--- src/logic/xbar_regs.svh ---
/*
  Register offsets, field positions, reset values and counts of the parallel output stage.
  Assumes inclusion from design and testbench files; holds definitions and nothing else.
*/
`ifndef XBAR_REGS_SVH
`define XBAR_REGS_SVH

// ****************************************
// Register byte addresses
// ****************************************
`define CFG_ADDR 12'h000
`define XBAR_LO_ADDR 12'h004
`define XBAR_HI_ADDR 12'h008
`define STATUS_ADDR 12'h00c

// ****************************************
// Configuration fields
// ****************************************
`define CFG_WIDE_BIT 0
`define CFG_DOUBLE_BIT 1
`define CFG_HIBAND_BIT 2
`define CFG_CRC_BIT 3
`define CFG_SYNCENC_BIT 4
`define CFG_DEENC_BIT 5
`define CFG_LOWRATE_BIT 6
`define CFG_COMPAT_BIT 7
`define CFG_RESET 8'h00

// ****************************************
// Crossbar fields and codes
// ****************************************
`define XBAR_FIELD_W 4
`define XBAR_OUTPUTS 14
`define XBAR_LO_RESET 32'h76543210
`define XBAR_HI_RESET 24'hdcba98
`define XBAR_FORCE_LOW 4'he
`define XBAR_FORCE_HIGH 4'hf

// ****************************************
// Status fields
// ****************************************
`define STAT_SRC_LSB 0
`define STAT_OVF_BIT 2
`define STAT_PERIOD_LSB 8
`define PERIOD_W 8
`define PERIOD_MAX 8'hff

`endif

--- src/logic/xbar_pkg.sv ---
/*
  Types shared by the parallel output stage.
  Assumes the constants of xbar_regs.svh beside it.
*/
package xbar_pkg;

  typedef enum logic [2:0] {
    ST_IDLE = 3'b001,
    ST_FIRST = 3'b010,
    ST_SECOND = 3'b100
  } push_state_e;

  // {data_valid_flag, vertical_sync, horizontal_sync, dout[13:0]}
  typedef logic [16:0] out_word_t;

endpackage

--- src/logic/parallel_output_width_crossbar.sv ---
/*
  Parallel video output stage: width selection of received serial words, per-output crossbar,
  two-entry output buffer and APB register file.
  Assumes the serial word and its sync bits are stable around each rising edge of link_clk,
  which is much slower than pclk and is sampled as an ordinary input.
*/
// Our own choices: the APB interface to the registers and the placing of the registers.
`timescale 1ns/1ns
`include "xbar_regs.svh"

module parallel_output_width_crossbar (
  input wire logic pclk,
  input wire logic presetn,
  input wire logic psel,
  input wire logic penable,
  input wire logic pwrite,
  input wire logic [11:0] paddr,
  input wire logic [31:0] pwdata,
  output logic [31:0] prdata,
  output logic pready,
  output logic pslverr,
  input wire logic link_clk,
  input wire logic [28:0] serial_bits,
  input wire logic h_lo,
  input wire logic v_lo,
  input wire logic de_lo,
  input wire logic h_hi,
  input wire logic v_hi,
  input wire logic de_hi,
  output logic pix_valid,
  input wire logic pix_ready,
  output logic [13:0] dout,
  output logic horizontal_sync,
  output logic vertical_sync,
  output logic data_valid_flag
);
  // ****************************************
  // Declarations
  // ****************************************
  localparam int IN_W = 36;
  logic [IN_W-1:0] sync1_reg;
  logic [IN_W-1:0] sync2_reg;
  logic [IN_W-1:0] sync3_reg;
  logic link_lvl_reg;
  logic link_lvl_next;
  logic link_rise;
  logic [7:0] cfg_reg;
  logic [7:0] cfg_next;
  logic [31:0] xbar_lo_reg;
  logic [31:0] xbar_lo_next;
  logic [23:0] xbar_hi_reg;
  logic [23:0] xbar_hi_next;
  logic ovf_reg;
  logic ovf_next;
  logic [`PERIOD_W-1:0] period_cnt_reg;
  logic [`PERIOD_W-1:0] period_cnt_next;
  logic [`PERIOD_W-1:0] period_reg;
  logic [`PERIOD_W-1:0] period_next;
  xbar_pkg::push_state_e state_reg;
  xbar_pkg::push_state_e state_next;
  xbar_pkg::out_word_t word_a_reg;
  xbar_pkg::out_word_t word_a_next;
  xbar_pkg::out_word_t word_b_reg;
  xbar_pkg::out_word_t word_b_next;
  logic double_hold_reg;
  logic double_hold_next;
  logic [1:0] sync_source_select;
  logic [13:0] map_a;
  logic [13:0] map_b;
  logic [55:0] xbar_sel;
  logic buf_in_valid;
  logic buf_in_ready;
  xbar_pkg::out_word_t buf_in_data;
  xbar_pkg::out_word_t buf_out_data;
  logic wr_en;
  logic rd_en;
  logic ovf_clear;

  // ****************************************
  // Functions
  // ****************************************
  // One crossbar output from a 4-bit selection field
  function automatic logic xbar_pick(input logic [13:0] ins, input logic [3:0] sel);
    logic r;
    r = 1'b0;
    if (sel == `XBAR_FORCE_HIGH) begin
      r = 1'b1;
    end else if (sel == `XBAR_FORCE_LOW) begin
      r = 1'b0;
    end else if (sel < 4'(`XBAR_OUTPUTS)) begin
      r = ins[sel];
    end else begin
      r = 1'b0;
    end
    return r;
  endfunction

  function automatic logic [13:0] xbar_map(input logic [13:0] ins, input logic [55:0] sels);
    logic [13:0] r;
    r = '0;
    for (int i = 0; i < `XBAR_OUTPUTS; i++) begin
      r[i] = xbar_pick(ins, sels[i*`XBAR_FIELD_W +: `XBAR_FIELD_W]);
    end
    return r;
  endfunction

  // ****************************************
  // Link input sampling
  // ****************************************
  // Link clock and data are asynchronous to pclk; the second and third stages feed the agreement check
  always_ff @(posedge pclk or negedge presetn) begin
    if (!presetn) begin
      sync1_reg <= '0;
      sync2_reg <= '0;
      sync3_reg <= '0;
    end else begin
      sync1_reg <= {link_clk, de_hi, v_hi, h_hi, de_lo, v_lo, h_lo, serial_bits};
      sync2_reg <= sync1_reg;
      sync3_reg <= sync2_reg;
    end
  end

  always_comb begin
    link_lvl_next = link_lvl_reg;
    if (sync2_reg[IN_W-1] == sync3_reg[IN_W-1]) begin
      link_lvl_next = sync3_reg[IN_W-1];
    end
  end
  assign link_rise = link_lvl_next && !link_lvl_reg;

  always_ff @(posedge pclk or negedge presetn) begin
    if (!presetn) begin
      link_lvl_reg <= 1'b0;
    end else begin
      link_lvl_reg <= link_lvl_next;
    end
  end

  // ****************************************
  // Width selection
  // ****************************************
  always_comb begin
    // Sync source follows the width, bandwidth and encoding settings
    if (cfg_reg[`CFG_HIBAND_BIT] && !cfg_reg[`CFG_WIDE_BIT]) begin
      sync_source_select = 2'd0;
    end else if (cfg_reg[`CFG_DOUBLE_BIT] && !cfg_reg[`CFG_SYNCENC_BIT]) begin
      sync_source_select = 2'd3;
    end else begin
      sync_source_select = cfg_reg[`CFG_COMPAT_BIT] ? 2'd2 : 2'd1;
    end
  end

  // Mapping table covers the bus width, error check and double mode cases
  word_mapper u_mapper (
    .serial_bits(sync3_reg[28:0]),
    .h_lo(sync3_reg[29]),
    .v_lo(sync3_reg[30]),
    .de_lo(sync3_reg[31]),
    .h_hi(sync3_reg[32]),
    .v_hi(sync3_reg[33]),
    .de_hi(sync3_reg[34]),
    .bus_width_select(cfg_reg[`CFG_WIDE_BIT]),
    .double_word_mode(cfg_reg[`CFG_DOUBLE_BIT]),
    .high_bandwidth_mode(cfg_reg[`CFG_HIBAND_BIT]),
    .pixel_error_check(cfg_reg[`CFG_CRC_BIT]),
    .sync_encoding_enable(cfg_reg[`CFG_SYNCENC_BIT]),
    .data_enable_encoding(cfg_reg[`CFG_DEENC_BIT]),
    .sync_source_select(sync_source_select),
    .word_a(map_a),
    .word_b(map_b)
  );

  assign xbar_sel = {xbar_hi_reg, xbar_lo_reg};

  // ****************************************
  // Word sequencer
  // ****************************************
  always_comb begin
    state_next = state_reg;
    word_a_next = word_a_reg;
    word_b_next = word_b_reg;
    double_hold_next = double_hold_reg;
    buf_in_valid = 1'b0;
    buf_in_data = word_a_reg;
    case (state_reg)
      xbar_pkg::ST_IDLE: begin
        if (link_rise) begin
          // Crossbar applied at capture; sync fields pass straight through
          word_a_next = {sync3_reg[31], sync3_reg[30], sync3_reg[29], xbar_map(map_a, xbar_sel)};
          word_b_next = {sync3_reg[34], sync3_reg[33], sync3_reg[32], xbar_map(map_b, xbar_sel)};
          double_hold_next = cfg_reg[`CFG_DOUBLE_BIT];
          state_next = xbar_pkg::ST_FIRST;
        end
      end
      xbar_pkg::ST_FIRST: begin
        buf_in_valid = 1'b1;
        buf_in_data = word_a_reg;
        if (buf_in_ready) begin
          state_next = double_hold_reg ? xbar_pkg::ST_SECOND : xbar_pkg::ST_IDLE;
        end
      end
      xbar_pkg::ST_SECOND: begin
        buf_in_valid = 1'b1;
        buf_in_data = word_b_reg;
        if (buf_in_ready) begin
          state_next = xbar_pkg::ST_IDLE;
        end
      end
      default: begin
        state_next = xbar_pkg::ST_IDLE;
      end
    endcase
  end

  always_ff @(posedge pclk or negedge presetn) begin
    if (!presetn) begin
      state_reg <= xbar_pkg::ST_IDLE;
      word_a_reg <= '0;
      word_b_reg <= '0;
      double_hold_reg <= 1'b0;
    end else begin
      state_reg <= state_next;
      word_a_reg <= word_a_next;
      word_b_reg <= word_b_next;
      double_hold_reg <= double_hold_next;
    end
  end

  // ****************************************
  // Output buffer
  // ****************************************
  // A stalled sink fills the buffer and holds the sequencer; a link word arriving meanwhile is lost
  pair_buffer u_buffer (
    .pclk(pclk),
    .presetn(presetn),
    .in_valid(buf_in_valid),
    .in_ready(buf_in_ready),
    .in_data(buf_in_data),
    .out_valid(pix_valid),
    .out_ready(pix_ready),
    .out_data(buf_out_data)
  );

  assign dout = buf_out_data[13:0];
  assign horizontal_sync = buf_out_data[14];
  assign vertical_sync = buf_out_data[15];
  assign data_valid_flag = buf_out_data[16];

  // ****************************************
  // Register file
  // ****************************************
  assign wr_en = psel && penable && pwrite;
  assign rd_en = psel && penable && !pwrite;
  assign pready = 1'b1;
  assign ovf_clear = wr_en && paddr == `STATUS_ADDR && pwdata[`STAT_OVF_BIT];

  always_comb begin
    cfg_next = cfg_reg;
    xbar_lo_next = xbar_lo_reg;
    xbar_hi_next = xbar_hi_reg;
    ovf_next = ovf_reg;
    period_cnt_next = period_cnt_reg;
    period_next = period_reg;
    if (wr_en && paddr == `CFG_ADDR) begin
      // Low-rate bit is stored only; choosing it for a legacy partner is software's task
      cfg_next = pwdata[7:0];
    end
    if (wr_en && paddr == `XBAR_LO_ADDR) begin
      xbar_lo_next = pwdata;
    end
    if (wr_en && paddr == `XBAR_HI_ADDR) begin
      xbar_hi_next = pwdata[23:0];
    end
    if (ovf_clear) begin
      ovf_next = 1'b0;
    end
    // A new word before the previous one left is lost; set wins over clear
    if (link_rise && state_reg != xbar_pkg::ST_IDLE) begin
      ovf_next = 1'b1;
    end
    // Link period in pclk cycles, less one, lets software check the pixel clock range
    if (link_rise) begin
      period_next = period_cnt_reg;
      period_cnt_next = '0;
    end else if (period_cnt_reg != `PERIOD_MAX) begin
      period_cnt_next = period_cnt_reg + 8'h01;
    end
  end

  always_ff @(posedge pclk or negedge presetn) begin
    if (!presetn) begin
      cfg_reg <= `CFG_RESET;
      xbar_lo_reg <= `XBAR_LO_RESET;
      xbar_hi_reg <= `XBAR_HI_RESET;
      ovf_reg <= 1'b0;
      period_cnt_reg <= '0;
      period_reg <= '0;
    end else begin
      cfg_reg <= cfg_next;
      xbar_lo_reg <= xbar_lo_next;
      xbar_hi_reg <= xbar_hi_next;
      ovf_reg <= ovf_next;
      period_cnt_reg <= period_cnt_next;
      period_reg <= period_next;
    end
  end

  always_comb begin
    prdata = 32'h00000000;
    pslverr = 1'b0;
    if (psel && penable) begin
      case (paddr)
        `CFG_ADDR: prdata = {24'h000000, cfg_reg};
        `XBAR_LO_ADDR: prdata = xbar_lo_reg;
        `XBAR_HI_ADDR: prdata = {8'h00, xbar_hi_reg};
        `STATUS_ADDR: prdata = {16'h0000, period_reg, 5'h00, ovf_reg, sync_source_select};
        default: pslverr = 1'b1;
      endcase
    end
    if (!rd_en) begin
      prdata = 32'h00000000;
    end
  end

endmodule

--- src/logic/word_mapper.sv ---
/*
  Maps one received serial word onto the first and second output words.
  Assumes stable inputs from the caller's clock domain; purely combinational.
*/
`timescale 1ns/1ns
module word_mapper (
  input wire logic [28:0] serial_bits,
  input wire logic h_lo,
  input wire logic v_lo,
  input wire logic de_lo,
  input wire logic h_hi,
  input wire logic v_hi,
  input wire logic de_hi,
  input wire logic bus_width_select,
  input wire logic double_word_mode,
  input wire logic high_bandwidth_mode,
  input wire logic pixel_error_check,
  input wire logic sync_encoding_enable,
  input wire logic data_enable_encoding,
  input wire logic [1:0] sync_source_select,
  output logic [13:0] word_a,
  output logic [13:0] word_b
);
  int n;
  int off;

  always_comb begin
    word_a = '0;
    word_b = '0;
    n = 11;
    off = 11;
    if (!double_word_mode) begin
      for (int i = 0; i < 11; i++) begin
        word_a[i] = serial_bits[i];
      end
      if (high_bandwidth_mode && !bus_width_select) begin
        word_a[11] = data_enable_encoding ? de_lo : serial_bits[11];
        word_a[12] = h_lo;
        word_a[13] = v_lo;
      end else if (sync_encoding_enable) begin
        word_a[11] = (data_enable_encoding && sync_source_select == 2'd1) ? serial_bits[13] : serial_bits[11];
        word_a[12] = h_lo;
        word_a[13] = v_lo;
      end else if (sync_source_select == 2'd2) begin
        word_a[13:11] = serial_bits[13:11];
      end else begin
        word_a[11] = data_enable_encoding ? serial_bits[13] : serial_bits[11];
        word_a[12] = serial_bits[14];
        word_a[13] = serial_bits[15];
      end
    end else if (high_bandwidth_mode) begin
      word_a[12] = h_lo;
      word_a[13] = v_lo;
      word_b[12] = h_hi;
      word_b[13] = v_hi;
      if (pixel_error_check) begin
        for (int i = 0; i < 9; i++) begin
          word_a[i] = serial_bits[i];
          word_b[i] = serial_bits[9 + i];
        end
      end else begin
        word_a[11:0] = serial_bits[11:0];
        word_b[8:0] = serial_bits[20:12];
        word_b[11:9] = serial_bits[26:24];
      end
      if (data_enable_encoding) begin
        word_a[11] = de_lo;
        word_b[11] = de_hi;
      end
    end else if (!sync_encoding_enable) begin
      // Width and second-word offset per bus width and error check
      if (bus_width_select) begin
        n = pixel_error_check ? 12 : 14;
        off = pixel_error_check ? 12 : 15;
      end else begin
        n = pixel_error_check ? 8 : 11;
        off = n;
      end
      for (int i = 0; i < 14; i++) begin
        if (i < n) begin
          word_a[i] = serial_bits[i];
          word_b[i] = serial_bits[off + i];
        end
      end
    end else begin
      word_a[12] = h_lo;
      word_a[13] = v_lo;
      word_b[12] = h_hi;
      word_b[13] = v_hi;
      if (!bus_width_select) begin
        n = pixel_error_check ? 8 : 11;
        for (int i = 0; i < 11; i++) begin
          if (i < n) begin
            word_a[i] = serial_bits[i];
            word_b[i] = serial_bits[n + i];
          end
        end
        // Data enable moves the top data bit up to output 11
        if (data_enable_encoding) begin
          word_a[n - 1] = 1'b0;
          word_a[11] = serial_bits[n - 1];
          word_b[n - 1] = 1'b0;
          word_b[11] = serial_bits[2 * n - 1];
        end
      end else if (pixel_error_check) begin
        word_a[11:0] = serial_bits[11:0];
        word_b[11:0] = serial_bits[23:12];
      end else begin
        word_a[10:0] = serial_bits[10:0];
        word_b[10:0] = serial_bits[25:15];
        word_a[11] = (data_enable_encoding && sync_source_select == 2'd1) ? serial_bits[13] : serial_bits[11];
        word_b[11] = (data_enable_encoding && sync_source_select == 2'd1) ? serial_bits[28] : serial_bits[26];
      end
    end
  end

endmodule

--- src/logic/pair_buffer.sv ---
/*
  Two-entry buffer between the word sequencer and the video sink.
  Assumes a single clock; ready and valid follow the usual handshake.
*/
`timescale 1ns/1ns
module pair_buffer (
  input wire logic pclk,
  input wire logic presetn,
  input wire logic in_valid,
  output logic in_ready,
  input wire xbar_pkg::out_word_t in_data,
  output logic out_valid,
  input wire logic out_ready,
  output xbar_pkg::out_word_t out_data
);
  xbar_pkg::out_word_t mem_reg [2];
  xbar_pkg::out_word_t mem_next [2];
  logic wr_ptr_reg;
  logic wr_ptr_next;
  logic rd_ptr_reg;
  logic rd_ptr_next;
  logic [1:0] count_reg;
  logic [1:0] count_next;
  logic push;
  logic pop;

  assign in_ready = (count_reg != 2'd2);
  assign out_valid = (count_reg != 2'd0);
  assign out_data = mem_reg[rd_ptr_reg];
  assign push = in_valid && in_ready;
  assign pop = out_valid && out_ready;

  always_comb begin
    mem_next = mem_reg;
    wr_ptr_next = wr_ptr_reg;
    rd_ptr_next = rd_ptr_reg;
    count_next = count_reg;
    if (push) begin
      mem_next[wr_ptr_reg] = in_data;
      wr_ptr_next = ~wr_ptr_reg;
    end
    if (pop) begin
      rd_ptr_next = ~rd_ptr_reg;
    end
    if (push && !pop) begin
      count_next = count_reg + 2'd1;
    end else if (pop && !push) begin
      count_next = count_reg - 2'd1;
    end
  end

  always_ff @(posedge pclk or negedge presetn) begin
    if (!presetn) begin
      mem_reg[0] <= '0;
      mem_reg[1] <= '0;
      wr_ptr_reg <= 1'b0;
      rd_ptr_reg <= 1'b0;
      count_reg <= 2'd0;
    end else begin
      mem_reg <= mem_next;
      wr_ptr_reg <= wr_ptr_next;
      rd_ptr_reg <= rd_ptr_next;
      count_reg <= count_next;
    end
  end

endmodule

--- config.mk ---
export PLATFORM = sky130hd
export DESIGN_NAME = parallel_output_width_crossbar
export DESIGN_NICKNAME = d
export VERILOG_FILES = /design/src/logic/xbar_pkg.sv /design/src/logic/parallel_output_width_crossbar.sv /design/src/logic/word_mapper.sv /design/src/logic/pair_buffer.sv
export VERILOG_INCLUDE_DIRS = /design/src /design/src/logic
export SDC_FILE = /design/constraint.sdc
export NUM_CORES = 1
export LEC_CHECK = 0
export BUFFER_PORTS_ARGS = -buffer_cell sky130_fd_sc_hd__buf_2
export CAP_MARGIN = 20
export CORE_AREA = 2 2 171 173
export DETAILED_ROUTE_END_ITERATION = 6
export DIE_AREA = 0 0 173 175
export PLACE_DENSITY = 0.85
export SLEW_MARGIN = 20
export SYNTH_ARGS = -nofsm -noshare
export SYNTH_HDL_FRONTEND = slang
export SYNTH_SLANG_ARGS = --single-unit
--- constraint.sdc ---
create_clock -name pclk -period 4.5 [get_ports pclk]
set_input_delay 0 -clock pclk [delete_from_list [all_inputs] [get_ports pclk]]
set_output_delay 0 -clock pclk [all_outputs]
set_load 0.1 [all_outputs]
**After elaboration in Yosys (flattened, before gate mapping)**

Cells that the tools add are included.

- Muxes and demuxes: 426
- Bitwise operators: 7
- Eq/ne operators: 43
- Order comparisons: 85
- Add/sub/neg operators: 28
- Reductions and logical operators: 34

Operators with widths:

| kind | count |
|---|---|
| 32-bit by 7-bit < comparator with 1-bit output, second input constant | 27 |
| 32-bit 2-to-1 mux | 10 |
| 1-bit 2-to-1 mux | 317 |
| 32-bit by 5-bit adder with 32-bit output, second input constant | 9 |
| 5-bit by 32-bit < comparator with 1-bit output, first input constant | 9 |
| 32-bit by 4-bit adder with 32-bit output, second input constant | 8 |
| 4-bit by 32-bit < comparator with 1-bit output, first input constant | 8 |
| 1-bit binary-select mux with 5-bit select | 27 |
| 32-bit by 3-bit adder with 32-bit output, second input constant | 4 |
| 3-bit by 32-bit < comparator with 1-bit output, first input constant | 4 |
| 32-bit case mux with 4 select lines | 1 |
| 1-bit binary-select mux with 4-bit select | 28 |
| 4-bit equality test, second input constant | 28 |
| 14-bit 2-to-1 mux | 8 |
| 17-bit 2-to-1 mux | 5 |
| 4-bit by 5-bit < comparator with 1-bit output, second input constant | 14 |
| 32-bit by 2-bit adder with 32-bit output, second input constant | 2 |
| 1-bit by 32-bit < comparator with 1-bit output, first input constant | 2 |
| 2-bit by 32-bit < comparator with 1-bit output, first input constant | 2 |
| 32-bit by 2-bit subtractor with 32-bit output, second input constant | 2 |
| 4-bit < comparator, second input constant | 14 |
| 12-bit 2-to-1 mux | 4 |
| 34-bit bitwise mux | 1 |
| 32-bit by 1-bit greater-or-equal comparator with 1-bit output, second input constant | 1 |
| other kinds (37) | 88 |

- Input port bits: 86
- Word-level logic and storage cells: 642
- Output and inout port bits: 52
- Flip-flop bits (word level): 266

**Logic depth before layout (Yosys ltp)**

Gate-level depths: netlist of run 1.

- Depth after elaboration: 21
- Gate-level depth with buffers: 14
- Depth with buffers taken out: 10

**Hierarchy**

Synthesis of run 1 repeated with hierarchy kept, for this count alone.

- Cell total of the unflattened synthesis: 1357
- Area total of the unflattened synthesis: 15474.8 sq um

By module, submodules not included:

| module | area an instance (sq um) | cells an instance | seq. area each (sq um) | times used |
|---|---|---|---|---|
| parallel_output_width_crossbar | 11911.4 | 1020 | 5738.0 | 1 |
| word_mapper | 1784.2 | 229 | 0.0 | 1 |
| pair_buffer | 1779.2 | 108 | 950.9 | 1 |

**Least setup slack after synthesis of run 1**

No wires, ideal clock.

- Path kind: reg-to-reg
- Start point: register cfg_reg[3]
- End point: register word_b_reg[6]
- Arrival: 2868 ps
- Stages on the path, launching flop included: 14
- Path slack: 1504 ps
- Library setup time: 127 ps
- Data required time: 4373 ps
- Cell sequence: dfrtp_1 > buf_4 > clkinv_1 > ha_1 > clkbuf_1 > buf_2 > o311a_1 > a32oi_1 > nor2_1 > buf_2 > o21ai_0 > o31ai_1 > a311oi_1 > o22ai_1

- Longest elaborated chain between the ends: 21

Ends and longest elaborated chain:

| element | RTL line | text |
|---|---|---|
| from (decl) | parallel_output_width_crossbar.sv:47 | `logic [7:0] cfg_reg;` |
| from (signal assigned) | parallel_output_width_crossbar.sv:292 | `` cfg_reg <= `CFG_RESET; `` |
| from (signal assigned) | parallel_output_width_crossbar.sv:299 | `cfg_reg <= cfg_next;` |
| 2-bit 2-to-1 mux | word_mapper.sv:74, word_mapper.sv:76, word_mapper.sv:91 |  |
| 32-bit by 2-bit adder with 32-bit output, or another cell as far along | word_mapper.sv:95 | `word_b[i] = serial_bits[n + i];` |
| 1-bit binary-select mux with 5-bit select | word_mapper.sv:95 |  |
| 1-bit 2-to-1 mux (not written as such) (2 in series) | word_mapper.sv:95 |  |
| 1-bit 2-to-1 mux | word_mapper.sv:93 | `if (i < n) begin` |
| 1-bit 2-to-1 mux | word_mapper.sv:90 | `if (!bus_width_select) begin` |
| 1-bit 2-to-1 mux | word_mapper.sv:70 | `end else if (!sync_encoding_enable) begin` |
| 1-bit 2-to-1 mux | word_mapper.sv:51 | `end else if (high_bandwidth_mode) begin` |
| [... 4 more ...] | -- |  |
| 14-bit 2-to-1 mux | word_mapper.sv:70 |  |
| 14-bit 2-to-1 mux (*) | word_mapper.sv:51 |  |
| 14-bit 2-to-1 mux (*) | word_mapper.sv:32 | `if (!double_word_mode) begin` |
| 1-bit binary-select mux with 4-bit select (*) | parallel_output_width_crossbar.sv:91 | `r = ins[sel];` |
| 1-bit 2-to-1 mux (not written as such) (*) | parallel_output_width_crossbar.sv:91 |  |
| 1-bit 2-to-1 mux (*) | parallel_output_width_crossbar.sv:90 | `` end else if (sel < 4'(`XBAR_OUTPUTS)) begin `` |
| 1-bit 2-to-1 mux (*) | parallel_output_width_crossbar.sv:88 | `` end else if (sel == `XBAR_FORCE_LOW) begin `` |
| 1-bit 2-to-1 mux (*) | parallel_output_width_crossbar.sv:86 | `` if (sel == `XBAR_FORCE_HIGH) begin `` |
| to (signal assigned) | parallel_output_width_crossbar.sv:224 | `word_b_reg <= word_b_next;` |
| to (decl) | parallel_output_width_crossbar.sv:63 | `xbar_pkg::out_word_t word_b_reg;` |

Mark *: on every way between the ends. The rest lies on a longest branch, timed or not. The select of a mux whose other input is x is not followed.
A chain may end at the register's enable or synchronous reset.

**Final worst setup path of run 1**

- Start point: register cfg_reg[0]
- End point: register word_b_reg[11]

- Longest elaborated chain between the ends: 17

Ends and longest elaborated chain:

| element | RTL line | text |
|---|---|---|
| 32-bit 2-to-1 mux | word_mapper.sv:72 | `if (bus_width_select) begin` |
| 32-bit 2-to-1 mux | word_mapper.sv:70 |  |
| 32-bit 2-to-1 mux | word_mapper.sv:51 |  |
| 32-bit 2-to-1 mux | word_mapper.sv:32 |  |
| 32-bit by 2-bit adder with 32-bit output, or another cell as far along | word_mapper.sv:82 | `word_b[i] = serial_bits[off + i];` |
| 1-bit binary-select mux with 5-bit select | word_mapper.sv:82 |  |
| 1-bit 2-to-1 mux (not written as such) (2 in series) | word_mapper.sv:82 |  |
| 1-bit 2-to-1 mux | word_mapper.sv:80 | `if (i < n) begin` |
| 14-bit 2-to-1 mux (*) | word_mapper.sv:70 |  |
| 14-bit 2-to-1 mux (*) | word_mapper.sv:51 |  |
| 14-bit 2-to-1 mux (*) | word_mapper.sv:32 |  |
| 1-bit binary-select mux with 4-bit select (*) | parallel_output_width_crossbar.sv:91 |  |
| 1-bit 2-to-1 mux (not written as such) (*) | parallel_output_width_crossbar.sv:91 |  |
| 1-bit 2-to-1 mux (*) | parallel_output_width_crossbar.sv:90 |  |
| 1-bit 2-to-1 mux (*) | parallel_output_width_crossbar.sv:88 |  |
| 1-bit 2-to-1 mux (*) | parallel_output_width_crossbar.sv:86 |  |

Marked as above.

==> metrics.cfg, run 1 <==
[hold_path]
worstHoldPathType=in2async

[clock_network]
clock_latency_ns=0.56
root_buffer=clkbuf_16
cts_inserted_buffers=28
postCtsHoldBufs=71
cts.sinks=266
tritoncts=done
h-tree-depth=1
cts_setup_buffers=0
clk_path_buf_depth=3
cts_resized=0
clk_pin_slew_ns=0.06

[routing]
via_per_inst=6.46
drt_wl_total_um=46400
drc=8
first_pass_iters=7
wl_per_cell_um=22.6
ant_nets=0
drtIter0Drc=1807
vias=13300

[sta]
rsz0062_at_grt=no
finClkSkew_ns=0.0256
hold_slack_ns=0.0854
finalSetupViolations=0
tightest_slew_ns=1.19
relSlewSlack_pct=20.2
max_freq_mhz=247
layout_setup_ws_ns=0.455
min_period_ns=4.04
drv_slew=0
finalHoldViolCount=0
fin_tns_setup_ns=0
fin_crit_sh_pct=89.9

[grt]
grt_max_degree=113
overflow=0
grt_pass1_wl_um=73500
gr-usage-all-layers_pct=30.7
grt_pass1_vias=13200
antenna_found_initial=0

[setup_path]
cp_slowest_cell=dfrtp_1
required_ns=4.92
cpPeakStageDelay_ns=0.73
crit_arrival_ns=4.47
cp-start-kind=flip-flop
path_cells=ha_1 > buf_4 > mux2_2 > o311ai_0 > o21ai_1 > mux4_2 > a31oi_1 > a21oi_1
critPathKind=reg2reg
critPathMaxFanout=16
worstSetupEndpointType=flip-flop

[yosys]
ys_warn_count=0
ys_ff_latch=266
syn_nets=1631
netlist_instances=1540
synth_area_leaders=dfrtp_1, mux2_2, mux4_2
syn-cell-area_um2=15500
netlist-cell-type-count=84
synth_top_area_share_pct=38.7
ys_async_sr_fraction_pct=100
seq_area_frac_synth_pct=43.1
synth_largest_area_cell=dfrtp_1
synthFlopType=dfrtp_1
syn_avg_cell_area_um2=10.1
synth_edf_count=0

[place]
dp_slack_ns=0.656
hpwl_um=30000
routabilityCongestion=0.972
place.port_buffers=136

[outcome]
violations=design-rule violations
status=finished with violations

[layout]
multi_input_area_um2=8020
nets=1739
mostFrequentLayoutCells=dfrtp_1, buf_2, nor2_1, nand2_1, mux2_2
final_common_cell=dfrtp_1
area_growth_pct=15.6
seq_area_um2=6690
post-route-util_pct=63.1
fillers=2290
final_layout_size_suffix_gt1_share_pct=25.7
antenna_cells=0

[die]
fp.dieW_um=173
dieArea_um2=30300
std_cell_rows=62
initial_utilization_pct=54.6
die_y_um=175
io_pins=138
core_area_um2=28400

[power_and_ir_drop]
p_leak_nw=7.32
power_density_nw_per_um2=376
vdd_drop_max_mv=0.339

[run]
max-cap-violations=0

==> worst paths after layout <==
| check | from | to | slack (ns) | depth (start not counted) |
|---|---|---|---|---|
| setup / recovery | cfg_reg[0] | word_b_reg[11] | 0.46 | 8 |
| hold / removal | presetn | link_lvl_reg | 0.09 | 2 |
| setup reg to reg | cfg_reg[0] | word_b_reg[11] | 0.46 | 8 |
| hold reg to reg | sync2_reg[4] | sync3_reg[4] | 0.34 | 0 |
| max in group asynchronous | presetn | sync1_reg[12] | 3.27 | 3 |
| min in group pclk | link_clk | sync1_reg[35] | 0.09 | 2 |
==> synthesized netlist by cell type, types with 19 or more instances <==
library cell and n:
nor2b_1 22, clkbuf_1 112, mux4_2 53, a21oi_1 78, dfstp_2 26, nand2_1 134
mux2_2 114, nor3_1 22, dfrtp_1 240, inv_1 31, buf_2 21, a22oi_1 23
o21ai_0 82, a31oi_1 26, nor2_1 134, nand2b_1 19, nand3_1 34, mux2i_1 55
==> cell type report <==
class / count / area share [%]
Clock buffer: 37 / 4.38
Multi-Input combinational cell: 1082 / 44.7
Sequential cell: 266 / 37.3
Timing Repair Buffer: 237 / 9.15
Tap cell: 384 / 2.68
Inverter: 33 / 0.691
Clock inverter: 14 / 1.03
==> metal layers <==
layer / global-route usage, % / wire length (µm) / vias up
li1: - / - / 5883
met1: 38.8 / 17200 / 6395
met3: 7.25 / 4820 / 199
met4: 16.1 / 2790 / 0
met2: 49.2 / 21600 / 783
met5: 0 / 0 / -
==> critical path, delay by kind of cell, from the launching register on <==
| kind | cells | cell delay [ns] |
|---|---|---|
| compound gates | 4 | 1.52 |
| mux | 2 | 0.96 |
| flops | 1 | 0.73 |
| fa+ha+maj | 1 | 0.47 |
| buf+inv | 1 | 0.23 |
==> cells by family after synthesis <==
kind of cell               after synthesis  share of synthesized area [%]
xor gates and xnor gates                 8                          0.452
muxes                                  223                           19.6
and+or+nand+nor                        448                           13.6
buffers and inverters                  192                           5.33
adders and majority gates                6                          0.468
other                                    1                         0.0242
AOI/OAI and AO/OA                      396                           17.3
DFF                                    266                           43.1
==> through the flow <==
stage / instance area (µm²) / power [mW] / std cells
4_1_cts: 17900 / 6.78 / 2053
3_3_place_gp: 16200 / 4.23 / 1931
3_5_place_dp: 16200 / 4.29 / 1931
6_report: 17900 / 6.74 / 2053
5_1_grt: 17900 / 7.02 / 2053
2_1_floorplan: 15500 / 3.93 / 1540
==> power breakdown <==
group / switching [mW] / total, mW / leakage (nW) / internal, mW
Sequential: 0.241 / 2.90 / 3.27 / 2.66
Clock: 0.964 / 2.42 / 0.470 / 1.46
Combinational: 0.986 / 1.41 / 3.59 / 0.427
No activity file was read; power rests on OpenSTA's default activity.
==> inputs of run 2 (changes only) <==
--- a/config.mk
+++ b/config.mk
@@ -6,12 +6,14 @@
 export SDC_FILE = /design/constraint.sdc
 export NUM_CORES = 1
 export LEC_CHECK = 0
+export ABC_CLOCK_PERIOD_IN_PS = 4500
 export BUFFER_PORTS_ARGS = -buffer_cell sky130_fd_sc_hd__buf_2
 export CAP_MARGIN = 20
-export CORE_AREA = 2 2 171 173
+export CORE_AREA = 2 2 180 182
 export DETAILED_ROUTE_END_ITERATION = 6
-export DIE_AREA = 0 0 173 175
-export PLACE_DENSITY = 0.85
+export DIE_AREA = 0 0 182 184
+export PLACE_DENSITY = 0.79
+export REMOVE_ABC_BUFFERS = 1
 export SLEW_MARGIN = 20
 export SYNTH_ARGS = -nofsm -noshare
 export SYNTH_HDL_FRONTEND = slang
==> metrics.cfg, run 2 (synthesis results as in run 1) <==
[outcome]
status=complete, no violations

[setup_path]
ff2ff_setup_slack_ns=0.71  ; +0.25 ns
path_cells=ha_1 > nor2b_1 > a32oi_1 > and3_1 > a21oi_2 > buf_4 > a21oi_1 > o211ai_1 > nand2_1 > o31ai_1
required_ns=4.94  ; +0.02 ns
timing.rr.end=word_b_reg[2]
critPathMaxFanout=22  ; +6
cp_slowest_cell=ha_1
cp-start-kind=flip-flop
rr_worst_depth=10  ; +2
reg2reg_from=cfg_reg[0]
critPathKind=reg2reg
worstSetupEndpointType=flip-flop
cpPeakStageDelay_ns=0.84  ; +0.11 ns
crit_arrival_ns=4.23  ; -0.24 ns

[grt]
gr-usage-all-layers_pct=27.7  ; -3.0 points
antenna_found_initial=0  ; unchanged
grt_pass1_wl_um=72700  ; -1.1%
grt_max_degree=130  ; +15%
grt_pass1_vias=13000  ; -1.6%
overflow=0  ; unchanged

[sta]
relSlewSlack_pct=24.6  ; +4.4 points
finalHoldViolCount=0  ; unchanged
finClkSkew_ns=0.0110  ; -0.0147 ns
rsz0062_at_grt=no
tightest_slew_ns=1.13  ; -0.0575 ns
fin_tns_setup_ns=0  ; unchanged
min_period_ns=3.79  ; -0.251 ns
finalSetupViolations=0  ; unchanged
max_freq_mhz=264  ; +6.6%
drv_slew=0  ; unchanged
fin_crit_sh_pct=84.3  ; -5.6 points

[clock_network]
tritoncts=done
cts_resized=0  ; unchanged
cts.sinks=266  ; unchanged
root_buffer=clkbuf_16
cts_inserted_buffers=28  ; unchanged
clk_path_buf_depth=3  ; unchanged
clk_pin_slew_ns=0.06  ; about the same
postCtsHoldBufs=71  ; unchanged
h-tree-depth=1  ; unchanged
cts_setup_buffers=0  ; unchanged
clock_latency_ns=0.55  ; about the same

[die]
core_area_um2=31400  ; +11%
die_y_um=184  ; +5.1%
std_cell_rows=65  ; +4.8%
io_pins=138  ; unchanged
dieArea_um2=33500  ; +11%
initial_utilization_pct=49.4  ; -5.2 points
fp.dieW_um=182  ; +5.2%

[routing]
via_per_inst=6.39  ; -1.0%
drt_wl_total_um=46900  ; +1.1%
ant_nets=0  ; unchanged
drc=0  ; -8
drtIter0Drc=1538  ; -15%
first_pass_iters=7  ; unchanged
wl_per_cell_um=22.5  ; -0.41%
vias=13300  ; +0.46%

[layout]
fillers=2596  ; +13%
seq_area_um2=6690  ; unchanged
nets=1751  ; +0.69%
final_layout_size_suffix_gt1_share_pct=26.4  ; +0.69 points
final_area_um2=18100  ; +1.3%
final_common_cell=dfrtp_1
multi_input_area_um2=8020  ; about the same
antenna_cells=0  ; unchanged
mostFrequentLayoutCells=dfrtp_1, buf_2, nor2_1, nand2_1, mux2_2
area_growth_pct=17.0

[hold_path]
holdCritStartpoint=paddr[3]
hold_depth=4
worstHoldPathType=in2reg
holdPathEnd=ovf_reg

[power_and_ir_drop]
p_leak_nw=7.44  ; +1.6%
power_mw=7.01  ; +4.0%
power_density_nw_per_um2=386  ; +2.7%
vdd_drop_max_mv=0.429  ; +27%

[place]
routabilityCongestion=0.994  ; +2.3%
placedInstanceArea_um2=16300  ; +0.61%
hpwl_um=30800  ; +2.4%
place.port_buffers=136  ; unchanged

[run]
max-cap-violations=0  ; unchanged

[run 2: cell type report]
class,count,share of cell area [%]
clock buffers,38,4.52
clock inverters,14,1.54
inverters,33,0.683
multi-input cells,1082,44.2
flip-flops and latches,266,36.9
well taps,402,2.77
repair buffers,249,9.46
[run 2: worst max-delay path by stage]
stage | startpoint | to | slack, ns | cells past startpoint
after floorplan | cfg_reg[3] | word_b_reg[0] | -0.29 | 9
after global placement | cfg_reg[0] | word_b_reg[11] | 0.98 | 9
after detailed placement | cfg_reg[0] | word_b_reg[2] | 0.85 | 10
after CTS | cfg_reg[0] | word_b_reg[2] | 0.80 | 10
after global routing | cfg_reg[0] | word_b_reg[11] | 0.58 | 9
final | cfg_reg[0] | word_b_reg[2] | 0.71 | 10
[run 2: where the power goes]
part           switching (mW)  leakage (nW)  internal (mW)  total (mW)
registers               0.245          3.27           2.66        2.91
logic                   0.971          3.64          0.428        1.40
clock network           0.971         0.534           1.73        2.70
total                    2.19          7.44           4.82        7.01
[run 2: critical path, delay by kind of cell, from the launching register on]
| family | cells | cell delay [ns] |
|---|---|---|
| and+or+nand+nor | 3 | 0.72 |
| DFF | 1 | 0.62 |
| AOI/OAI and AO/OA | 5 | 1.22 |
| adders and majority gates | 1 | 0.84 |
| buffers and inverters | 1 | 0.26 |
[run 2: per-stage QoR]
stage	utilization [%]	setup WS [ns]	instances	hold WS [ns]
global route	57.8	0.577	2084	0.0856
floorplan	-	-0.286	1381	-0.296
detailed placement	52.0	0.846	1961	0.109
CTS	57.8	0.805	2084	0.0487
finish	57.8	0.707	2084	0.0726
global placement	52.0	0.979	1961	0.107
[run 2: routing by layer]
layer  track usage (%)  part of all wire [%]
met2              45.6                    47
met5                 0                     0
met3              5.51                   9.7
met4              11.7                   4.4
met1              35.8                    39
==> inputs of run 3 (changes only) <==
--- a/config.mk
+++ b/config.mk
@@ -6,7 +6,7 @@
 export SDC_FILE = /design/constraint.sdc
 export NUM_CORES = 1
 export LEC_CHECK = 0
-export ABC_CLOCK_PERIOD_IN_PS = 4500
+export ABC_CLOCK_PERIOD_IN_PS = 3900
 export BUFFER_PORTS_ARGS = -buffer_cell sky130_fd_sc_hd__buf_2
 export CAP_MARGIN = 20
 export CORE_AREA = 2 2 180 182
==> constraint.sdc (replaced) <==
create_clock -name pclk -period 3.9 [get_ports pclk]
set_input_delay 0 -clock pclk [delete_from_list [all_inputs] [get_ports pclk]]
set_output_delay 0 -clock pclk [all_outputs]
set_load 0.1 [all_outputs]
==> metrics.cfg, run 3 (synthesis results as in run 1) <==
[grt]
grt_pass1_wl_um=76300  ; +4.9%
grt_max_degree=115  ; -12%
overflow=0  ; unchanged
antenna_found_initial=0  ; unchanged
grt_pass1_vias=13500  ; +3.9%
gr-usage-all-layers_pct=29.2  ; +1.5 points

[clock_network]
h-tree-depth=1  ; unchanged
clk_pin_slew_ns=0.07  ; about the same
cts_resized=0  ; unchanged
clock_latency_ns=0.56  ; about the same
tritoncts=done
cts_inserted_buffers=28  ; unchanged
cts.sinks=266  ; unchanged
clk_path_buf_depth=3  ; unchanged
root_buffer=clkbuf_16

[power_and_ir_drop]
p_leak_nw=7.47  ; +0.33%
vdd_drop_max_mv=0.483  ; +13%
power_density_nw_per_um2=441  ; +14%

[setup_path]
path_cells=clkinv_1 > ha_1 > mux2_2 > o311ai_0 > o21ai_1 > buf_4 > mux4_2 > a21oi_1 > o22ai_1
reg2reg_from=cfg_reg[3]
cpPeakStageDelay_ns=0.67  ; -0.17 ns
timing.rr.end=word_b_reg[6]
required_ns=4.33  ; -0.61 ns
ff2ff_setup_slack_ns=0.34  ; -0.37 ns
crit_arrival_ns=3.99  ; -0.24 ns
cp-start-kind=flip-flop
critPathMaxFanout=10  ; -55%
worstSetupEndpointType=flip-flop
critPathKind=reg2reg
cp_slowest_cell=o311ai_0
rr_worst_depth=9  ; -1

[die]
fp.dieW_um=182  ; unchanged
initial_utilization_pct=49.4  ; unchanged
die_y_um=184  ; unchanged
io_pins=138  ; unchanged
dieArea_um2=33500  ; unchanged
core_area_um2=31400  ; unchanged
std_cell_rows=65  ; unchanged

[place]
routabilityCongestion=0.993  ; -0.14%
hpwl_um=31900  ; +3.8%
place.port_buffers=136  ; unchanged
dp.cells=1967  ; +0.31%

[sta]
fin_tns_setup_ns=0  ; unchanged
finalHoldViolCount=0  ; unchanged
tightest_slew_ns=1.05  ; -0.0834 ns
min_period_ns=3.56  ; -0.231 ns
finalSetupViolations=0  ; unchanged
drv_slew=0  ; unchanged
rsz0062_at_grt=no
max_freq_mhz=281  ; +6.5%
finClkSkew_ns=0.0181  ; +0.00714 ns
relSlewSlack_pct=30.0  ; +5.4 points
fin_crit_sh_pct=91.3  ; +7.0 points

[layout]
seq_area_um2=6690  ; unchanged
final_layout_size_suffix_gt1_share_pct=26.7  ; +0.26 points
mostFrequentLayoutCells=dfrtp_1, buf_2, nand2_1, nor2_1, mux2_2
nets=1757  ; +0.34%
area_growth_pct=17.4
antenna_cells=0  ; unchanged
final_common_cell=dfrtp_1
multi_input_area_um2=8020  ; unchanged
fin_cells=2090  ; +0.29%
fillers=2631  ; +1.3%

[hold_path]
worstHoldPathType=in2reg
hold_depth=4  ; unchanged
holdCritStartpoint=paddr[3]
holdPathEnd=ovf_reg

[routing]
first_pass_iters=6  ; -1
ant_nets=0  ; unchanged
drt_wl_total_um=48900  ; +4.2%
drc=0  ; unchanged
drtIter0Drc=1650  ; +7.3%
wl_per_cell_um=23.4  ; +3.9%
via_per_inst=6.46  ; +0.99%
vias=13500  ; +1.3%

[outcome]
status=complete, no violations

[run]
max-cap-violations=0  ; unchanged

-- run 3: how the worst max path moves through the flow --
stage / start / endpoint / slack [ns] / cells after the start
3_3_place_gp: cfg_reg[3] / word_b_reg[13] / 0.53 / 10
2_1_floorplan: cfg_reg[3] / word_b_reg[0] / -0.89 / 9
4_1_cts: cfg_reg[3] / word_b_reg[6] / 0.45 / 9
3_5_place_dp: cfg_reg[3] / word_b_reg[6] / 0.50 / 9
6_report: cfg_reg[3] / word_b_reg[6] / 0.34 / 9
5_1_grt: cfg_reg[3] / word_b_reg[4] / 0.25 / 12
-- run 3: critical path, delay by kind of cell, from the launching register on --
family | cells | cell delay (ns)
AO/OA/AOI/OAI | 4 | 1.32
multiplexers | 2 | 0.85
adder cells (fa/ha/maj) | 1 | 0.45
flip-flops | 1 | 0.43
buffers and inverters | 2 | 0.39
-- run 3: layout make-up --
type                    instances  area share [%]
clock inverters                15            1.49
clock buffers                  37            4.37
repair buffers                255            9.89
well taps                     402            2.76
flip-flops and latches        266            36.8
inverters                      33           0.681
multi-input cells            1082            44.0
-- run 3: stage by stage --
stage	hold WS, ns	setup WS, ns	cell area, µm²	power (mW)	utilization (%)
2_1_floorplan	-0.296	-0.886	14800	4.51	-
3_3_place_gp	0.107	0.527	16400	4.91	52.3
3_5_place_dp	0.109	0.500	16400	4.95	52.3
4_1_cts	0.0437	0.451	18200	8.06	58.0
5_1_grt	0.0863	0.252	18200	8.31	58.0
6_report	0.0599	0.338	18200	8.03	58.0
-- run 3: metal layers --
| metal | global-route usage (%) | part of all wire (%) | vias to the layer above |
|---|---|---|---|
| met4 | 12.8 | 4.5 | 0 |
| met1 | 38.9 | 39 | 6636 |
| li1 | - | - | 5926 |
| met3 | 5.33 | 9.6 | 144 |
| met2 | 46.9 | 47 | 786 |
| met5 | 0 | 0 | - |
-- run 3: repair_timing --
action / CTS / global route
hold buffers: 71 / 0
setup buffers: 0 / 0
endpoints found under the hold margin: 199 / 0
-- run 3: power by group --
group          total, mW  switching [mW]  internal (mW)
Clock               3.05            1.14           1.91
Combinational       1.62            1.13          0.498
Sequential          3.35           0.284           3.07
